File: src/verilog/angle_settings_pkg.sv
/*
 * Package for the angle sensor settings block: register indices, field positions,
 * reset values, field threshold tables and the packed carriers.
 * Assumes a single system clock and an 8-bit register write/read port.
 */
package angle_settings_pkg;

    // ************************************************************
    // Register indices (byte wide registers)
    // ************************************************************
    localparam logic [4:0] REG_ZERO_LO      = 5'h00;
    localparam logic [4:0] REG_ZERO_HI      = 5'h01;
    localparam logic [4:0] REG_BIAS_TRIM    = 5'h02;
    localparam logic [4:0] REG_TRIM_ENABLE  = 5'h03;
    localparam logic [4:0] REG_FIELD_THRESH = 5'h06;
    localparam logic [4:0] REG_DIRECTION    = 5'h09;
    localparam logic [4:0] REG_FIELD_FLAGS  = 5'h1B;

    // ************************************************************
    // Field positions
    // ************************************************************
    localparam int TRIM_X_BIT      = 0;
    localparam int TRIM_Y_BIT      = 1;
    localparam int DETECT_EN_BIT   = 0;
    localparam int HIGH_THR_LSB    = 2;
    localparam int LOW_THR_LSB     = 5;
    localparam int DIRECTION_BIT   = 7;
    localparam int HIGH_FLAG_BIT   = 7;
    localparam int LOW_FLAG_BIT    = 6;

    // ************************************************************
    // Reset values
    // ************************************************************
    localparam logic [7:0]  RST_ZERO_LO      = 8'h00;
    localparam logic [7:0]  RST_ZERO_HI      = 8'h00;
    localparam logic [7:0]  RST_BIAS_TRIM    = 8'h00;
    localparam logic [1:0]  RST_TRIM_ENABLE  = 2'h0;
    localparam logic [7:0]  RST_FIELD_THRESH = 8'h1D;
    localparam logic        RST_DIRECTION    = 1'b0;

    // ************************************************************
    // Field thresholds in mT, rising and falling trip points
    // ************************************************************
    localparam logic [7:0] FIELD_RISE_MT [8] = '{8'h1A, 8'h29, 8'h38, 8'h46,
                                                 8'h54, 8'h62, 8'h70, 8'h7E};
    localparam logic [7:0] FIELD_FALL_MT [8] = '{8'h14, 8'h23, 8'h32, 8'h40,
                                                 8'h4E, 8'h5C, 8'h6A, 8'h78};

    typedef struct packed {
        logic [15:0] zero_offset;
        logic [7:0]  bias_trim;
        logic        trim_x_enable;
        logic        trim_y_enable;
        logic [2:0]  field_low_threshold;
        logic [2:0]  field_high_threshold;
        logic        field_detect_enable;
        logic        direction_ccw;
    } settings_s;

    typedef struct packed {
        logic       we;
        logic [4:0] addr;
        logic [7:0] wdata;
    } reg_req_s;

endpackage : angle_settings_pkg

File: src/verilog/angle_sensor_settings.sv
/*
 * Settings and post-processing of a magnetic angle sensor: zero offset, direction,
 * bias trim outputs toward the Hall front end and field-strength flags with hysteresis.
 * Assumes the serial front end decodes commands into a one-cycle register request on
 * the system clock, and that the raw angle and field magnitude come from same-clock logic.
 */

// Functional notes
// RULE1: The output angle is the raw angle minus a 16-bit zero offset.
// RULE2: The zero offset code spans one full turn, 360/65536 degrees per step.
// RULE3: Direction bit 0 counts up clockwise, 1 counts up counterclockwise.
// RULE4: An 8-bit bias trim sets the sensitivity reduction, zero meaning none.
// RULE5: Two axis enables choose the trimmed axis, both set trims both equally.
// RULE6: Each axis enable bit turns trimming off at 0 and on at 1.
// RULE7: Field measurement runs only while the detect enable bit is 1.
// RULE8: Low flag when field is below the low threshold, high flag when above the high one.
// RULE9: Both 3-bit thresholds sit in register 6, low above high.
// RULE10: Both flags use hysteresis, the falling trip below the rising one.
// RULE11: Flags read at bits 7 and 6 of register 27, low flag also on a pin.
// RULE12: The offset subtraction wraps modulo 65536.
module angle_sensor_settings (
    input  wire logic                        i_clock,
    input  wire logic                        i_rst,
    input  wire angle_settings_pkg::reg_req_s i_reg_req,
    input  wire logic [15:0]                 i_raw_angle,
    input  wire logic [7:0]                  i_field_mt,
    output logic [15:0]                      o_angle,
    output logic [7:0]                       o_reg_rdata,
    output logic [7:0]                       o_trim_x,
    output logic [7:0]                       o_trim_y,
    output logic                             o_field_low_pin,
    output logic                             o_field_high
);
    import angle_settings_pkg::*;

    // ************************************************************
    // Configuration registers
    // ************************************************************
    settings_s cfg_ff;
    settings_s nxt_cfg;

    // Writes to unmapped or read-only indices fall to the default arm and leave every
    // setting untouched, so a stray write to the flag register cannot disturb anything.
    always_comb begin
        nxt_cfg = cfg_ff;
        if (i_reg_req.we) begin
            unique case (i_reg_req.addr)
                REG_ZERO_LO:      nxt_cfg.zero_offset[7:0]  = i_reg_req.wdata;
                REG_ZERO_HI:      nxt_cfg.zero_offset[15:8] = i_reg_req.wdata;
                REG_BIAS_TRIM:    nxt_cfg.bias_trim = i_reg_req.wdata; // see RULE4
                REG_TRIM_ENABLE: begin
                    nxt_cfg.trim_x_enable = i_reg_req.wdata[TRIM_X_BIT];
                    nxt_cfg.trim_y_enable = i_reg_req.wdata[TRIM_Y_BIT];
                end
                REG_FIELD_THRESH: begin // see RULE9
                    nxt_cfg.field_low_threshold  = i_reg_req.wdata[LOW_THR_LSB +: 3];
                    nxt_cfg.field_high_threshold = i_reg_req.wdata[HIGH_THR_LSB +: 3];
                    nxt_cfg.field_detect_enable  = i_reg_req.wdata[DETECT_EN_BIT];
                end
                REG_DIRECTION:    nxt_cfg.direction_ccw = i_reg_req.wdata[DIRECTION_BIT];
                default: ;
            endcase
        end
    end

    always_ff @(posedge i_clock or posedge i_rst) begin
        if (i_rst) begin
            cfg_ff.zero_offset          <= {RST_ZERO_HI, RST_ZERO_LO};
            cfg_ff.bias_trim            <= RST_BIAS_TRIM;
            cfg_ff.trim_x_enable        <= RST_TRIM_ENABLE[TRIM_X_BIT];
            cfg_ff.trim_y_enable        <= RST_TRIM_ENABLE[TRIM_Y_BIT];
            cfg_ff.field_low_threshold  <= RST_FIELD_THRESH[LOW_THR_LSB +: 3];
            cfg_ff.field_high_threshold <= RST_FIELD_THRESH[HIGH_THR_LSB +: 3];
            cfg_ff.field_detect_enable  <= RST_FIELD_THRESH[DETECT_EN_BIT];
            cfg_ff.direction_ccw        <= RST_DIRECTION;
        end else begin
            cfg_ff <= nxt_cfg;
        end
    end

    // ************************************************************
    // Angle path
    // ************************************************************
    logic [15:0] angle_ff;
    logic [15:0] nxt_angle;
    logic [15:0] offset_angle;

    always_comb begin
        // The 16-bit difference wraps naturally, so any code maps onto one turn.
        offset_angle = i_raw_angle - cfg_ff.zero_offset; // see RULE1, RULE2, RULE12
        // Mirroring the angle inverts the counting sense; zero stays at zero.
        nxt_angle = cfg_ff.direction_ccw ? 16'(16'h0000 - offset_angle)
                                         : offset_angle; // see RULE3
    end

    // An offset change moves the output at the next edge with no settling, so a host that
    // writes the two offset bytes one by one sees one mixed value between the writes.
    always_ff @(posedge i_clock or posedge i_rst) begin
        if (i_rst) begin
            angle_ff <= 16'h0000;
        end else begin
            angle_ff <= nxt_angle;
        end
    end

    // ************************************************************
    // Bias trim outputs
    // ************************************************************
    logic [7:0]  trim_x_ff;
    logic [7:0]  nxt_trim_x;
    logic [7:0]  trim_y_ff;
    logic [7:0]  nxt_trim_y;

    // Only the trim code leaves the block; how far it lowers the Hall bias is up to the
    // analog front end. Both axes enabled gives equal trims and no side-shaft correction.
    always_comb begin
        nxt_trim_x = cfg_ff.trim_x_enable ? cfg_ff.bias_trim : 8'h00; // see RULE5, RULE6
        nxt_trim_y = cfg_ff.trim_y_enable ? cfg_ff.bias_trim : 8'h00; // see RULE5, RULE6
    end

    always_ff @(posedge i_clock or posedge i_rst) begin
        if (i_rst) begin
            trim_x_ff <= 8'h00;
            trim_y_ff <= 8'h00;
        end else begin
            trim_x_ff <= nxt_trim_x;
            trim_y_ff <= nxt_trim_y;
        end
    end

    // ************************************************************
    // Field-strength flags
    // ************************************************************
    logic        low_ff;
    logic        nxt_low;
    logic        high_ff;
    logic        nxt_high;

    // Trip point of one threshold code, picked by whether the flag is already raised.
    function automatic logic [7:0] trip_mt(input logic [2:0] code, input logic falling);
        trip_mt = falling ? FIELD_FALL_MT[code] : FIELD_RISE_MT[code];
    endfunction

    always_comb begin
        nxt_low  = 1'b0;
        nxt_high = 1'b0;
        if (cfg_ff.field_detect_enable) begin // see RULE7
            // A raised low flag clears only once the field rises to the rising trip or above.
            if (low_ff) begin
                nxt_low = i_field_mt < trip_mt(cfg_ff.field_low_threshold, 1'b0); // see RULE10
            end else begin
                nxt_low = i_field_mt < trip_mt(cfg_ff.field_low_threshold, 1'b1); // see RULE8
            end
            if (high_ff) begin
                nxt_high = i_field_mt > trip_mt(cfg_ff.field_high_threshold, 1'b1); // see RULE10
            end else begin
                nxt_high = i_field_mt > trip_mt(cfg_ff.field_high_threshold, 1'b0); // see RULE8
            end
        end
    end

    // Both flags leave reset low, so the first enabled comparison uses the setting trips:
    // a field inside a hysteresis band at that moment stays unflagged.
    always_ff @(posedge i_clock or posedge i_rst) begin
        if (i_rst) begin
            low_ff  <= 1'b0;
            high_ff <= 1'b0;
        end else begin
            low_ff  <= nxt_low;
            high_ff <= nxt_high;
        end
    end

    // ************************************************************
    // Register read-back
    // ************************************************************
    logic [7:0]  rdata_ff;
    logic [7:0]  nxt_rdata;

    // Read data follows the address every cycle, so a host polling one index sees each
    // update one cycle late; unmapped indices read as zero.
    always_comb begin
        unique case (i_reg_req.addr)
            REG_ZERO_LO:      nxt_rdata = cfg_ff.zero_offset[7:0];
            REG_ZERO_HI:      nxt_rdata = cfg_ff.zero_offset[15:8];
            REG_BIAS_TRIM:    nxt_rdata = cfg_ff.bias_trim;
            REG_TRIM_ENABLE:  nxt_rdata = {6'h00, cfg_ff.trim_y_enable, cfg_ff.trim_x_enable};
            REG_FIELD_THRESH: nxt_rdata = {cfg_ff.field_low_threshold,
                                           cfg_ff.field_high_threshold,
                                           1'b0, cfg_ff.field_detect_enable};
            REG_DIRECTION:    nxt_rdata = {cfg_ff.direction_ccw, 7'h00};
            REG_FIELD_FLAGS:  nxt_rdata = {high_ff, low_ff, 6'h00}; // see RULE11
            default:          nxt_rdata = 8'h00;
        endcase
    end

    always_ff @(posedge i_clock or posedge i_rst) begin
        if (i_rst) begin
            rdata_ff <= 8'h00;
        end else begin
            rdata_ff <= nxt_rdata;
        end
    end

    // ************************************************************
    // Outputs
    // ************************************************************
    // Every output is a flip-flop, so the pins never show decode glitches.
    assign o_angle         = angle_ff;
    assign o_reg_rdata     = rdata_ff;
    assign o_trim_x        = trim_x_ff;
    assign o_trim_y        = trim_y_ff;
    assign o_field_low_pin = low_ff; // see RULE11
    assign o_field_high    = high_ff;

endmodule // angle_sensor_settings

File: config.mk
export PLATFORM = sky130hd
export DESIGN_NAME = angle_sensor_settings
export DESIGN_NICKNAME = d
export VERILOG_FILES = /design/src/verilog/angle_settings_pkg.sv /design/src/verilog/angle_sensor_settings.sv
export SDC_FILE = /design/constraint.sdc
export NUM_CORES = 1
export LEC_CHECK = 0
export ABC_CLOCK_PERIOD_IN_PS = 3050
export BUFFER_PORTS_ARGS = -buffer_cell sky130_fd_sc_hd__buf_2
export CAP_MARGIN = 20
export CORE_MARGIN = 3
export CORE_UTILIZATION = 40
export CTS_CLUSTER_DIAMETER = 120
export DETAILED_ROUTE_END_ITERATION = 8
export PLACE_DENSITY = 0.66
export SYNTH_ARGS = -nofsm -noshare
export SYNTH_HDL_FRONTEND = slang
export SYNTH_SLANG_ARGS = --single-unit
File: constraint.sdc
create_clock -name i_clock -period 3.05 [get_ports i_clock]
set_clock_uncertainty 0.15 [all_clocks]
set_input_delay 0.4575 -clock i_clock [delete_from_list [all_inputs] [get_ports i_clock]]
set_output_delay 0.4575 -clock i_clock [all_outputs]
set_load 0.02 [all_outputs]
==> flow_summary_export.csv <==
group,metric,value,unit
detailed_routing,ant_nets,0,
logic_synthesis,synth_fp_nets,533,
critical_path,critPathMaxStageDelay,0.42,ns
power,switching_power,1.59,mW
critical_path,cp_top_family,"compound AO/OA/AOI/OAI gates",
detailed_routing,drt-total-wl,11.6,mm
critical_path,crit_arrival,3.22,ns
logic_synthesis,yosys-top-cells-area,"dfrtp_1 39%, ha_1 13%, mux2_2 8.2%, xnor2_1 3.8%, inv_1 2.7%",
logic_synthesis,netlist_instances,444,
critical_path,cp-start-kind,"register",
detailed_routing,via_per_inst,5.22,
place,place_congestion,0.934,
sta,setup_viol_count_final,4,
logic_synthesis,ys_seq_elements,76,
sta,rsz0062_at_grt,"true",
grt,grt_pass1_vias,3830,
critical_path,cpMaxStageDelayCell,"dfrtp_1",
floorplan,initial_core_util,0.419,
sta,min_period,3.12,ns
clocking,htreeDepth,3,
power,p_per_area,746,nW/um^2
floorplan,pin_count,82,
sta,tns,-0.131,ns
logic_synthesis,ys_seq_area_frac,0.409,
clocking,cts_root_buffer,"clkbuf_16",
logic_synthesis,synth_top_area_share,0.386,
grt,grt_max_degree,35,
finish,num-nets-final,660,
logic_synthesis,syn_avg_cell_area,10.5,um^2
finish,drive_gt1_frac,0.363,
finish,syn_to_final_growth,29.6,%
sta,relSlewSlack,0.546,
critical_path,cp-end-kind,"register",
floorplan,core-area,11100,um^2
power,p_leak,2.98,nW
logic_synthesis,synth-edff-count,0,
critical_path,critPathRequiredTime,3.16,ns
critical_path,crit_chain,"ha_2, inv_2, fa_2, a21o_1, a221oi_2, xor2_1, o2111ai_2, a2111oi_4, nand4bb_1, o31ai_2, xor2_1",
logic_synthesis,synthesis.area,4660,um^2
finish,n_antenna_cell,0,
floorplan,fp.dieW,114,um
grt,antenna_found_initial,0,
detailed_routing,drtIter0Drc,242,
finish,final_cells,716,
critical_path,crit_type,"register to register",
clocking,cts_tree,"done",
detailed_routing,wire_per_inst,16.2,um
clocking,clk_pin_slew_worst_paths,0.06,ns
critical_path,critical_path_buf_inv_count,1,
place,hpwl,8.96,mm
sta,worst_pin_slew,0.682,ns
logic_synthesis,yosysWarnings,0,
logic_synthesis,yosysUniqueCellTypes,50,
clocking,numCtsBuffers,9,
power,power,4.51,mW
logic_synthesis,synth_ff_type,"dfrtp_1",
detailed_routing,drcViolationCount,0,
power,combPwrFrac,0.420,
power,switching_share,0.353,
critical_path,crit_path_frequent_cell,"xor2_1",
floorplan,die-area,13000,um^2
logic_synthesis,synth_area_leader_cell,"dfrtp_1",
clocking,clk_latency,0.34,ns
run,maxCapViolations,0,
sta,fin_ws,-0.0655,ns
grt,grtUsageTotal,0.183,
place,dpl.cell_count,696,
finish,final_core_util,0.543,
detailed_routing,via_count,3741,
floorplan,die_y,114,um
sta,holdWs,0.261,ns
detailed_routing,detail_route.first_pass.iterations,4,
sta,hold_violations,0,
power,ir_drop,430,uV
critical_path,critPathMaxFanout,3,
power,power.share.clock,0.273,
floorplan,std_cell_rows,38,
clocking,cts_buffer_depth,2,
power,power.internal,2.92,mW
clocking,cts_sinks,76,
logic_synthesis,async_reset_ff_frac,1.00,
grt,grt-ovfl-total,0,
power,seqPwrFrac,0.308,
place,portBuffers,81,
status,failed_checks,"setup timing",
sta,clock.fmax,321,MHz
status,status,"finished with violations",
grt,grt_first_pass_wirelength,18.6,mm
sta,drv_slew,0,
min_path,hp-class,"input pin to register",
sta,fin_crit_sh,1.02,
[cell usage in the layout (no fill, tap or decap), types with 3 or more instances in the layout]
master	instances
o21ai_0	20
mux2_2	34
a22oi_1	8
ha_1	43
inv_2	5
bufinv_16	3
nor2_1	16
o21a_1	11
dfstp_2	4
mux2i_1	10
nand2b_1	8
xnor2_1	18
xor2_1	9
or3_1	5
a21o_1	8
ha_4	4
buf_2	81
nand3_1	6
dfrtp_1	72
buf_4	43
and2_1	17
nand4_1	3
nand2_1	23
nor2b_1	5
o31ai_1	5
a21oi_1	16
nor3_1	6
clkbuf_16	9
inv_1	29
a211oi_1	4
[state kept, by name, summed over array words and instances, names as in the netlist]
register,flops
o_trim_x,8
cfg_ff,34
o_angle,16
o_field_low_pin,1
o_trim_y,8
o_reg_rdata,8
o_field_high,1
[area by class of cell]
cell class | count | area (um^2)
multi-input cells | 324 | 2730
fillers | 1007 | 5080
flip-flops and latches | 76 | 1910
repair buffers | 126 | 758
clock inverters | 7 | 121
inverters | 34 | 128
well taps | 140 | 175
clock buffers | 9 | 225
[stage by stage]
stage                     cell area [um^2]  setup slack, ns
after floorplan                       4670         -0.00291
after global placement                5530           -0.151
after detailed placement              5530           -0.250
after CTS                             5960          -0.0808
after global routing                  6040           -0.241
final                                 6040          -0.0655
[routing by layer]
metal / share of wire / vias up / global-route usage
li1: - / 1842 / -
met1: 0.45 / 1788 / 0.237
met2: 0.47 / 88 / 0.299
met3: 0.043 / 23 / 0.0334
met4: 0.032 / 0 / 0.0831
met5: 0 / - / 0
[synthesized netlist by cell type (5+ instances only)]
master,count
nand2b_1,9
a22oi_1,8
xor2_1,9
nand2_1,25
o21ai_0,20
dfrtp_1,72
nor2_1,16
mux2i_1,10
o31ai_1,6
mux2_2,34
and2_1,17
a21oi_1,17
ha_1,48
nor3_1,6
nor2b_1,6
a21o_1,8
or3_1,5
inv_1,34
clkbuf_1,9
xnor2_1,20
o21a_1,11
nand3_1,6
[path summary, 6_finish.rpt]
check,slack (ns),endpoint,from,depth (start not counted)
worst min register to register,0.38,o_reg_rdata[1]$_DFF_PP0_,cfg_ff[27]$_DFFE_PP0P_,2
max in group asynchronous,1.49,cfg_ff[4]$_DFFE_PP1P_,i_rst,4
min in group asynchronous,0.53,o_angle[4]$_DFF_PP0_,i_rst,3
worst min-delay path,0.26,o_field_low_pin$_DFF_PP0_,i_field_mt[7],4
worst max register to register,-0.07,o_angle[14]$_DFF_PP0_,cfg_ff[18]$_DFFE_PP0P_,11
worst max-delay path,-0.07,o_angle[14]$_DFF_PP0_,cfg_ff[18]$_DFFE_PP0P_,11
[worst reg2reg max path, stage by stage, from the launching register on]
cell and delay, ns:
dfrtp_1 0.42, ha_2 0.22, inv_2 0.04, fa_2 0.33, a21o_1 0.22, a221oi_2 0.27, xor2_1 0.25, o2111ai_2 0.21
a2111oi_4 0.32, nand4bb_1 0.19, o31ai_2 0.25, xor2_1 0.18
[power by group through the flow]
stage	registers [mW]	clock network, mW	logic [mW]
floorplan	1.54	0	1.02
global placement	1.39	0	1.73
detailed placement	1.40	0	1.79
CTS	1.38	1.25	1.84
global route	1.42	1.30	2.08
finish	1.39	1.23	1.89
[kinds of logic after synthesis]
logic type | count (synthesis) | synth area share
AO/OA/AOI/OAI | 96 | 0.141
multiplexers | 44 | 0.104
adder cells (fa/ha/maj) | 49 | 0.133
flip-flops | 76 | 0.409
XOR/XNOR | 29 | 0.0545
AND/OR/NAND/NOR | 106 | 0.123
buffers and inverters | 44 | 0.0354
[what timing repair did]
item                                    4_1_cts  5_1_grt
endpoints found under the setup margin        6        8
pin swaps                                     2        5
buffers inserted                              2        1
hold buffers                                  1        0
resized for setup                            10       13
hold endpoints to repair                     18        0
gates cloned                                  0        0
(Power assumes the default switching activity.)
